`src/design/spm_pkg.sv`:
```
// Package: constants and types for the sleep/idle power-mode controller
package spm_pkg;
  // ==========================================================
  // Register bit positions
  localparam int unsigned IDLE_SELECT_BIT   = 7;
  localparam int unsigned REG_LOWPOWER_BIT  = 1;
  // ==========================================================
  // Reset values
  localparam logic        IDLE_SELECT_RST   = 1'h0;
  localparam logic        REG_LOWPOWER_RST  = 1'h0;
  localparam logic        POWERDOWN_RST     = 1'h1;
  localparam logic        TIMEOUT_RST       = 1'h1;
  // ==========================================================
  // Timing
  localparam int unsigned OSC_STARTUP_PERIODS = 1024;
  localparam int unsigned REG_STAB_CYCLES     = 64;
  localparam logic [31:0] IRQ_VECTOR          = 32'h0000_0004;
  localparam int unsigned CNT_W               = 16;

  // ==========================================================
  // Power-mode state machine
  typedef enum logic [2:0] {
    SPM_RUN   = 3'h0,
    SPM_SLEEP = 3'h1,
    SPM_IDLE  = 3'h3,
    SPM_WAIT  = 3'h2,
    SPM_NEXT  = 3'h6
  } spm_state_e;
endpackage : spm_pkg

```
`src/design/spm_ctrl.sv`:
```
// Module: sleep and idle power-mode controller of the processor core
`timescale 1ns/1ps
`default_nettype none

// Contract
// - Sleep instruction: idle_select 0 sleeps, 1 idles
// - Sleep entry clears watchdog; runs if configured
// - Sleep entry clears powerdown_flag, sets timeout_flag
// - Sleep stops CPU and system clocks and clock_output_pin
// - System-clocked conversion abandoned; dedicated continues
// - Ports hold pre-Sleep drive state, except async_pin_mask bits
// - Pin, brownout, poweron reset; others resume
// - Prefetch PC plus one during sleep
// - Wake needs individual enable, ignores global enable
// - Run next instruction, then vector if enabled
// - Every wake clears the watchdog
// - Pending enabled irq, globals off: sleep is no-op
// - Irq during sleep: complete, wake immediately
// - Low-power regulator in Sleep, extra wake delay
// - Idle halts CPU and program_flash access
// - System-clock peripherals run in Idle, not in Sleep
// - clock_output_pin keeps toggling in Idle
// - Any enabled non-clkswitch irq ends Idle; idle_select unchanged
// - recover_on_irq with doze clears doze_active on Idle irq wake only
// - Idle watchdog timeout wakes, no doze change
// - Non-watchdog resets act normally in Sleep
// - idle_select is bit 7 of rate control
// - regulator_lowpower_sel is bit 1 of regulator
module spm_ctrl
  import spm_pkg::*;
#(
  parameter int unsigned OSC_WAIT  = OSC_STARTUP_PERIODS,
  parameter int unsigned STAB_WAIT = REG_STAB_CYCLES,
  parameter int unsigned IRQ_N     = 8
) (
  // Clock and reset
  input  wire logic             ref_clk,
  input  wire logic             rst_n,
  // Register writes from the core
  input  wire logic             rate_ctrl_we,
  input  wire logic [7:0]       rate_ctrl_wdata,
  input  wire logic             reg_ctrl_we,
  input  wire logic [7:0]       reg_ctrl_wdata,
  input  wire logic             doze_set,
  // Core side
  input  wire logic             sleep_exec,
  input  wire logic [15:0]      pc,
  input  wire logic             global_irq_enable,
  input  wire logic             recover_on_irq,
  input  wire logic [IRQ_N-1:0] irq_flags,
  input  wire logic [IRQ_N-1:0] irq_enables,
  input  wire logic [IRQ_N-1:0] irq_is_clkswitch,
  // Reset and watchdog sources
  input  wire logic             external_reset_pin,
  input  wire logic             brownout_reset,
  input  wire logic             poweron_reset,
  input  wire logic             wdt_timeout,
  input  wire logic             wdt_run_in_sleep,
  // Clocking configuration
  input  wire logic             crystal_mode,
  input  wire logic             clock_output_pin_enable,
  input  wire logic             osc_period_tick,
  input  wire logic             adc_busy,
  input  wire logic             adc_on_dedicated_osc,
  // Pins
  input  wire logic [7:0]       port_out,
  input  wire logic [7:0]       port_oe_n,
  input  wire logic [7:0]       async_pin_mask,
  output logic      [7:0]       pin_out,
  output logic      [7:0]       pin_oe_n,
  // Status and control
  output logic                  idle_select,
  output logic                  regulator_lowpower_sel,
  output logic                  doze_active,
  output logic                  powerdown_flag_n,
  output logic                  timeout_flag_n,
  output logic                  regulator_lowpower,
  // Clock gating and core control
  output logic                  cpu_clk_en,
  output logic                  sys_clk_en,
  output logic                  flash_access_en,
  output logic                  clock_output_en,
  output logic                  wake_request,
  output logic                  wdt_clear,
  output logic                  wdt_run,
  output logic                  device_reset,
  output logic                  adc_abort,
  output logic                  prefetch_en,
  output logic      [15:0]      prefetch_addr,
  output logic                  vector_en,
  output logic      [31:0]      vector_addr
);

  // ==========================================================
  // Helpers
  function automatic logic [CNT_W-1:0] cyc(input int unsigned n);
    cyc = (n == 0) ? CNT_W'(1) : CNT_W'(n);
  endfunction : cyc

  // ==========================================================
  // State
  typedef struct packed {
    spm_state_e      st;
    logic            idle_sel;
    logic            lp_sel;
    logic            doze;
    logic            pd_n;
    logic            to_n;
    logic            in_sleep;
    logic            osc_wait;
    logic            osc_phase;
    logic [CNT_W-1:0] cnt;
    logic            wdt_clr;
    logic            abort;
    logic            dev_rst;
    logic            prefetch;
    logic [15:0]     pf_addr;
    logic            irq_wake;
    logic            vec;
    logic [7:0]      hold_out;
    logic [7:0]      hold_oe_n;
  } spm_state_s;

  spm_state_s s_q;
  spm_state_s s_d;

  logic any_rst;
  logic irq_wake;
  logic wake_now;

  assign any_rst  = external_reset_pin | brownout_reset | poweron_reset;
  assign irq_wake = |(irq_flags & irq_enables & ~irq_is_clkswitch);
  assign wake_now = irq_wake | wdt_timeout;

  logic sleep_noop;
  // Pending enabled irq with globals off turns sleep into a no-op
  assign sleep_noop = irq_wake & ~global_irq_enable;

  // ==========================================================
  // Wake-up wait phases
  logic cnt_zero;
  logic cnt_step;

  assign cnt_zero = (s_q.cnt == CNT_W'(0));
  // Crystal start-up counts oscillator periods; regulator counts cycles
  // Limitation: waits longer than CNT_W bits allow need a wider CNT_W
  assign cnt_step = !s_q.osc_phase || osc_period_tick;

  // ==========================================================
  // Next-state logic
  always_comb begin
    s_d          = s_q;
    s_d.wdt_clr  = 1'b0;
    s_d.abort    = 1'b0;
    s_d.dev_rst  = 1'b0;
    s_d.prefetch = 1'b0;
    s_d.vec      = 1'b0;
    if (rate_ctrl_we) begin
      s_d.idle_sel = rate_ctrl_wdata[IDLE_SELECT_BIT];
    end
    if (reg_ctrl_we) begin
      s_d.lp_sel = reg_ctrl_wdata[REG_LOWPOWER_BIT];
    end
    if (doze_set) begin
      s_d.doze = 1'b1;
    end
    case (s_q.st)
      SPM_RUN: begin
        if (sleep_exec) begin
          s_d.prefetch = 1'b1;
          s_d.pf_addr  = pc + 16'h0001;
          if (!sleep_noop) begin
            s_d.wdt_clr = 1'b1;
            s_d.pd_n    = 1'b0;
            s_d.to_n    = 1'b1;
            if (s_q.idle_sel) begin
              s_d.st = SPM_IDLE;
            end else begin
              s_d.st        = SPM_SLEEP;
              s_d.in_sleep  = 1'b1;
              s_d.abort     = adc_busy & ~adc_on_dedicated_osc;
              s_d.hold_out  = port_out;
              s_d.hold_oe_n = port_oe_n;
            end
          end
        end
      end
      SPM_SLEEP, SPM_IDLE: begin
        // Wake sampled the cycle after entry: a late irq still wakes
        if (wake_now) begin
          s_d.wdt_clr  = 1'b1;
          s_d.irq_wake = irq_wake;
          if (s_q.st == SPM_IDLE) begin
            // Idle keeps idle_select; watchdog wake leaves doze alone
            if (irq_wake && recover_on_irq && s_q.doze) begin
              s_d.doze = 1'b0;
            end
            s_d.st = SPM_NEXT;
          end else begin
            s_d.osc_wait = crystal_mode;
            s_d.cnt      = s_q.lp_sel ? cyc(STAB_WAIT)
                                      : CNT_W'(0);
            s_d.st       = SPM_WAIT;
          end
        end
      end
      SPM_WAIT: begin
        if (!cnt_zero) begin
          // Regulator settles first, then the crystal start-up
          if (cnt_step) begin
            s_d.cnt = s_q.cnt - CNT_W'(1);
          end
        end else if (s_q.osc_wait) begin
          s_d.osc_wait  = 1'b0;
          s_d.osc_phase = 1'b1;
          s_d.cnt       = cyc(OSC_WAIT);
        end else begin
          s_d.osc_phase = 1'b0;
          s_d.in_sleep  = 1'b0;
          s_d.st        = SPM_NEXT;
        end
      end
      SPM_NEXT: begin
        // Next instruction runs, then the vector if enabled
        s_d.vec      = s_q.irq_wake & global_irq_enable;
        s_d.irq_wake = 1'b0;
        s_d.st       = SPM_RUN;
      end
      default: begin
        s_d.st = SPM_RUN;
      end
    endcase
    // Resets other than the watchdog act in any mode
    if (any_rst) begin
      s_d          = s_q;
      s_d.st       = SPM_RUN;
      s_d.dev_rst  = 1'b1;
      s_d.in_sleep = 1'b0;
      s_d.idle_sel = IDLE_SELECT_RST;
      s_d.lp_sel   = REG_LOWPOWER_RST;
      s_d.doze     = 1'b0;
      s_d.pd_n     = POWERDOWN_RST;
      s_d.to_n     = TIMEOUT_RST;
      s_d.cnt      = CNT_W'(0);
      s_d.osc_wait = 1'b0;
      // Pulses must not stretch while a reset source stays high
      s_d.osc_phase = 1'b0;
      s_d.wdt_clr  = 1'b0;
      s_d.abort    = 1'b0;
      s_d.irq_wake = 1'b0;
      s_d.vec      = 1'b0;
      s_d.prefetch = 1'b0;
    end
  end

  always_ff @(posedge ref_clk or negedge rst_n) begin
    if (!rst_n) begin
      s_q <= '{
        st:        SPM_RUN,
        idle_sel:  IDLE_SELECT_RST,
        lp_sel:    REG_LOWPOWER_RST,
        doze:      1'b0,
        pd_n:      POWERDOWN_RST,
        to_n:      TIMEOUT_RST,
        in_sleep:  1'b0,
        osc_wait:  1'b0,
        osc_phase: 1'b0,
        cnt:       '0,
        wdt_clr:   1'b0,
        abort:     1'b0,
        dev_rst:   1'b0,
        prefetch:  1'b0,
        pf_addr:   '0,
        irq_wake:  1'b0,
        vec:       1'b0,
        hold_out:  '0,
        hold_oe_n: '0
      };
    end else begin
      s_q <= s_d;
    end
  end

  // ==========================================================
  // Outputs
  logic halted;
  logic sleeping;

  assign halted   = (s_q.st != SPM_RUN) && (s_q.st != SPM_NEXT);
  assign sleeping = s_q.in_sleep;

  // Held bits freeze while asleep; masked bits follow async peripherals
  function automatic logic [7:0] merge_pins(input logic [7:0] held,
                                            input logic [7:0] live,
                                            input logic [7:0] mask);
    merge_pins = (held & ~mask) | (live & mask);
  endfunction : merge_pins

  // ==========================================================
  // Status outputs
  assign idle_select            = s_q.idle_sel;
  assign regulator_lowpower_sel = s_q.lp_sel;
  assign doze_active            = s_q.doze;
  assign powerdown_flag_n       = s_q.pd_n;
  assign timeout_flag_n         = s_q.to_n;

  // ==========================================================
  // Clock gating
  // Low-power regulator only while actually asleep
  assign regulator_lowpower = (s_q.st == SPM_SLEEP) & s_q.lp_sel;
  assign cpu_clk_en      = ~halted;
  assign flash_access_en = ~halted;
  assign sys_clk_en      = ~sleeping;
  assign clock_output_en = clock_output_pin_enable & ~sleeping;

  // ==========================================================
  // Core control
  assign wake_request    = irq_wake;
  assign wdt_clear       = s_q.wdt_clr;
  // Watchdog only keeps counting in Sleep when so configured
  assign wdt_run         = ~sleeping | wdt_run_in_sleep;
  assign device_reset    = s_q.dev_rst;
  assign adc_abort       = s_q.abort;
  assign prefetch_en     = s_q.prefetch;
  assign prefetch_addr   = s_q.pf_addr;
  assign vector_en       = s_q.vec;
  assign vector_addr     = IRQ_VECTOR;

  // ==========================================================
  // Pins
  // Async peripherals may still move their pins while asleep
  assign pin_out  = sleeping ? merge_pins(s_q.hold_out, port_out,
                                          async_pin_mask)
                             : port_out;
  assign pin_oe_n = sleeping ? merge_pins(s_q.hold_oe_n, port_oe_n,
                                          async_pin_mask)
                             : port_oe_n;

endmodule : spm_ctrl

`default_nettype wire

```
`config.mk`:
```
export PLATFORM = sky130hd
export DESIGN_NAME = spm_ctrl
export DESIGN_NICKNAME = d
export VERILOG_FILES = /design/src/design/spm_pkg.sv /design/src/design/spm_ctrl.sv
export SDC_FILE = /design/constraint.sdc
export NUM_CORES = 1
export LEC_CHECK = 0
export ABC_AREA = 1
export BUFFER_PORTS_ARGS = -buffer_cell sky130_fd_sc_hd__buf_2
export CAP_MARGIN = 25
export CORE_ASPECT_RATIO = 1.25
export CORE_MARGIN = 8
export CORE_UTILIZATION = 50
export DETAILED_ROUTE_END_ITERATION = 16
export GPL_ROUTABILITY_DRIVEN = 0
export PLACE_DENSITY_LB_ADDON = 0.1
export SLEW_MARGIN = 25
export SYNTH_ARGS = -nofsm -noshare
export SYNTH_HDL_FRONTEND = slang
export SYNTH_SLANG_ARGS = --single-unit
```
`constraint.sdc`:
```
create_clock -name ref_clk -period 2.75 [get_ports ref_clk]
set_input_delay 0.4125 -clock ref_clk [delete_from_list [all_inputs] [get_ports ref_clk]]
set_output_delay 0.4125 -clock ref_clk [all_outputs]
set_load 0.05 [all_outputs]
```
==> metrics.txt <==
data required time at the worst endpoint=2960 ps; fillers=815; diode count=0; post-synthesis average cell area=6.97 um2; Mapped Cells=608; total power=2.72 mW; Die X=98.4 um; R2R Setup Slk=570 ps; Layout Cells excl Fill=823; io pins=179; Vias=4039; # Post-CTS Setup Buffers=0; Pint=1.74 mW; CP endpoint kind=flip-flop; GR Util met3=0.0606; largest net degree at the start of global routing=35; Flop pwr share=0.413; # port buffers=131; Pleak=2.76 nW; hpwl dp=8240 um; P_sw=981 uW; number of flops mapped to enable cells by yosys=0; startpoint types=flip-flop; Distinct cells, synth=37; first-pass GRT wire length=17900 um; Min Hold Slack=124 ps; Initial Utilization=0.515; Final Hold Fails=0; Critical Path Fanout Max=34; 1st-iter DRT viols=180; peak supply drop=419 uV; Die H=119 um; Setup TNS=0 ps; overall routing resource usage=0.183; Root Driver=clkbuf_8; dpl cells=808; hold buffers post-CTS=0; Rows=37; M2 GR Usage=0.332; Core Footprint=8240 um2; worst path arrival time=2390 ps; unrepaired setup endpoints after global routing=false; # setup viols final=0; CTS Sinks=64; final antenna-violating net count=0; Tcrit/Tclk final=0.794; area delta synth->final=15.8%; Max Cap Viol=0; CTS Buffer Depth=2; initial antenna violation count=0; Via density=4.91; f_max=458 MHz; Post-Place Worst Slack=387 ps; Crit Path Class=reg -> reg; Synth warnings=0; # nets final=822; TritonCTS buffer count=9; worst setup margin=566 ps; worst hold path class=in -> async; PwrDens=554 nW/um2; CTS H-tree lvls=3; layout cells sized above 1=0.248; clock power share=0.313; post-synthesis register bit count=64; outcome=complete, no violations; Worst slew margin=0.520; met1 GRT Util=0.192; CTS tree=done; total gr overflow=0; most common flop cell mapped by yosys=dfrtp_1; DRT Pass-1 Iters=4; register area share after synthesis=0.378; Post-Route WL=10500 um; Combinational Power Share=0.275; die area=11700 um2; clock transition at the registers of the reported paths=60 ps; number of global-route vias before repair=4086; wire length per cell=12.8 um; Clk Latency, worst-skew pair=340 ps; ys async rst share=1.00; sw frac=0.361; worst slew pin tran=720 ps; final slew viol count=0; min Tclk post-route=2180 ps; Syn Std Cell Area=4240 um2; DRC viols=0; clk_skew=8.47 ps; busiest grt layer=met2; post-cts sizing count=0
==> stage by stage <==
stage	util	instance area, um2
5_1_grt	0.596	4910
4_1_cts	0.596	4910
3_5_place_dp	0.572	4710
6_report	0.596	4910
3_3_place_gp	0.572	4710
2_1_floorplan	-	4360
==> cell type report <==
class / instances / area [um2] / share of cell area
clock inverter: 4 / 70.1 / 0.0143
tap: 97 / 121 / 0.0247
sequential: 64 / 1600 / 0.326
timing repair buffer: 134 / 678 / 0.138
multi-input combinational: 444 / 2050 / 0.417
clock buffer: 11 / 131 / 0.0268
inverter: 69 / 259 / 0.0527
==> flip-flops by register name, indices dropped and copies added, names as in the netlist <==
| signal | count |
|---|---|
| sleeping | 1 |
| device_reset | 1 |
| s_q | 38 |
| idle_select | 1 |
| prefetch_addr | 16 |
| regulator_lowpower_sel | 1 |
| wdt_clear | 1 |
| powerdown_flag_n | 1 |
| prefetch_en | 1 |
| doze_active | 1 |
| adc_abort | 1 |
| vector_en | 1 |
==> power by group through the flow <==
stage,Sequential (mW),Combinational [mW],Clock (mW)
global placement,1.14,0.743,0
global route,1.14,0.811,0.915
detailed placement,1.14,0.755,0
finish,1.12,0.747,0.851
floorplan,1.13,0.662,0
CTS,1.12,0.755,0.873
==> cell usage in the layout (no fill, tap or decap), types with 4 or more instances in the layout <==
master,instances
dfrtp_1,63
o21ai_1,9
o21ai_0,20
nand2_1,167
xor2_1,5
nand4_1,9
nand2_2,4
nand3_1,42
a21oi_1,24
or2_2,14
nor3_1,19
buf_2,131
inv_1,66
conb_1,33
clkbuf_8,9
nor2_1,70
==> layer usage <==
layer,wire length (um),vias to the layer above
met5,0,-
met4,157,0
met3,732,12
met2,5510,111
met1,4130,1847
li1,-,2069
==> cells in the mapped netlist, drive strengths merged, types with 3 or more instances <==
master / count / area [um2]
a21oi: 24 / 120
buf: 60 / 439
dfrtp: 63 / 1580
inv: 69 / 259
nand2: 171 / 652
nand3: 45 / 248
nand3b: 3 / 22.5
nand4: 10 / 68.8
nor2: 75 / 304
nor3: 19 / 95.1
nor4: 3 / 18.8
o21ai: 30 / 154
or2: 14 / 87.6
xor2: 5 / 43.8
==> logic make-up (layout without fill, tap and decap cells) <==
kind of cell	after synthesis	count (layout)	synth area share
AND/OR/NAND/NOR	341	341	0.356
XOR/XNOR	7	7	0.0145
adder cells (fa/ha/maj)	2	2	0.00590
multiplexers	1	1	0.00236
buffers and inverters	131	218	0.166
other	2	33	0.00177
flip-flops	64	64	0.378
AO/OA/AOI/OAI	60	60	0.0752
==> final timing paths <==
| check | to | depth (start not counted) | start |
|---|---|---|---|
| min reg2reg | powerdown_flag_n | 2 | powerdown_flag_n |
| max reg2reg | s_q[14] | 10 | s_q[63] |
| min | s_q[44] | 1 | rst_n |
| max in group asynchronous | powerdown_flag_n | 2 | rst_n |
| min in group ref_clk | adc_abort | 2 | adc_on_dedicated_osc |
| max | s_q[14] | 10 | s_q[63] |
==> critical path: stages, from the launching register on <==
cell,delay [ps]
dfrtp_1,430
nor2_1,140
nand2_1,120
inv_1,90
nand2_1,90
inv_2,90
nand2_2,240
inv_2,300
nand3_4,320
nand2_1,140
o21ai_0,80
Note: power is estimated with default switching activity, not from simulation.
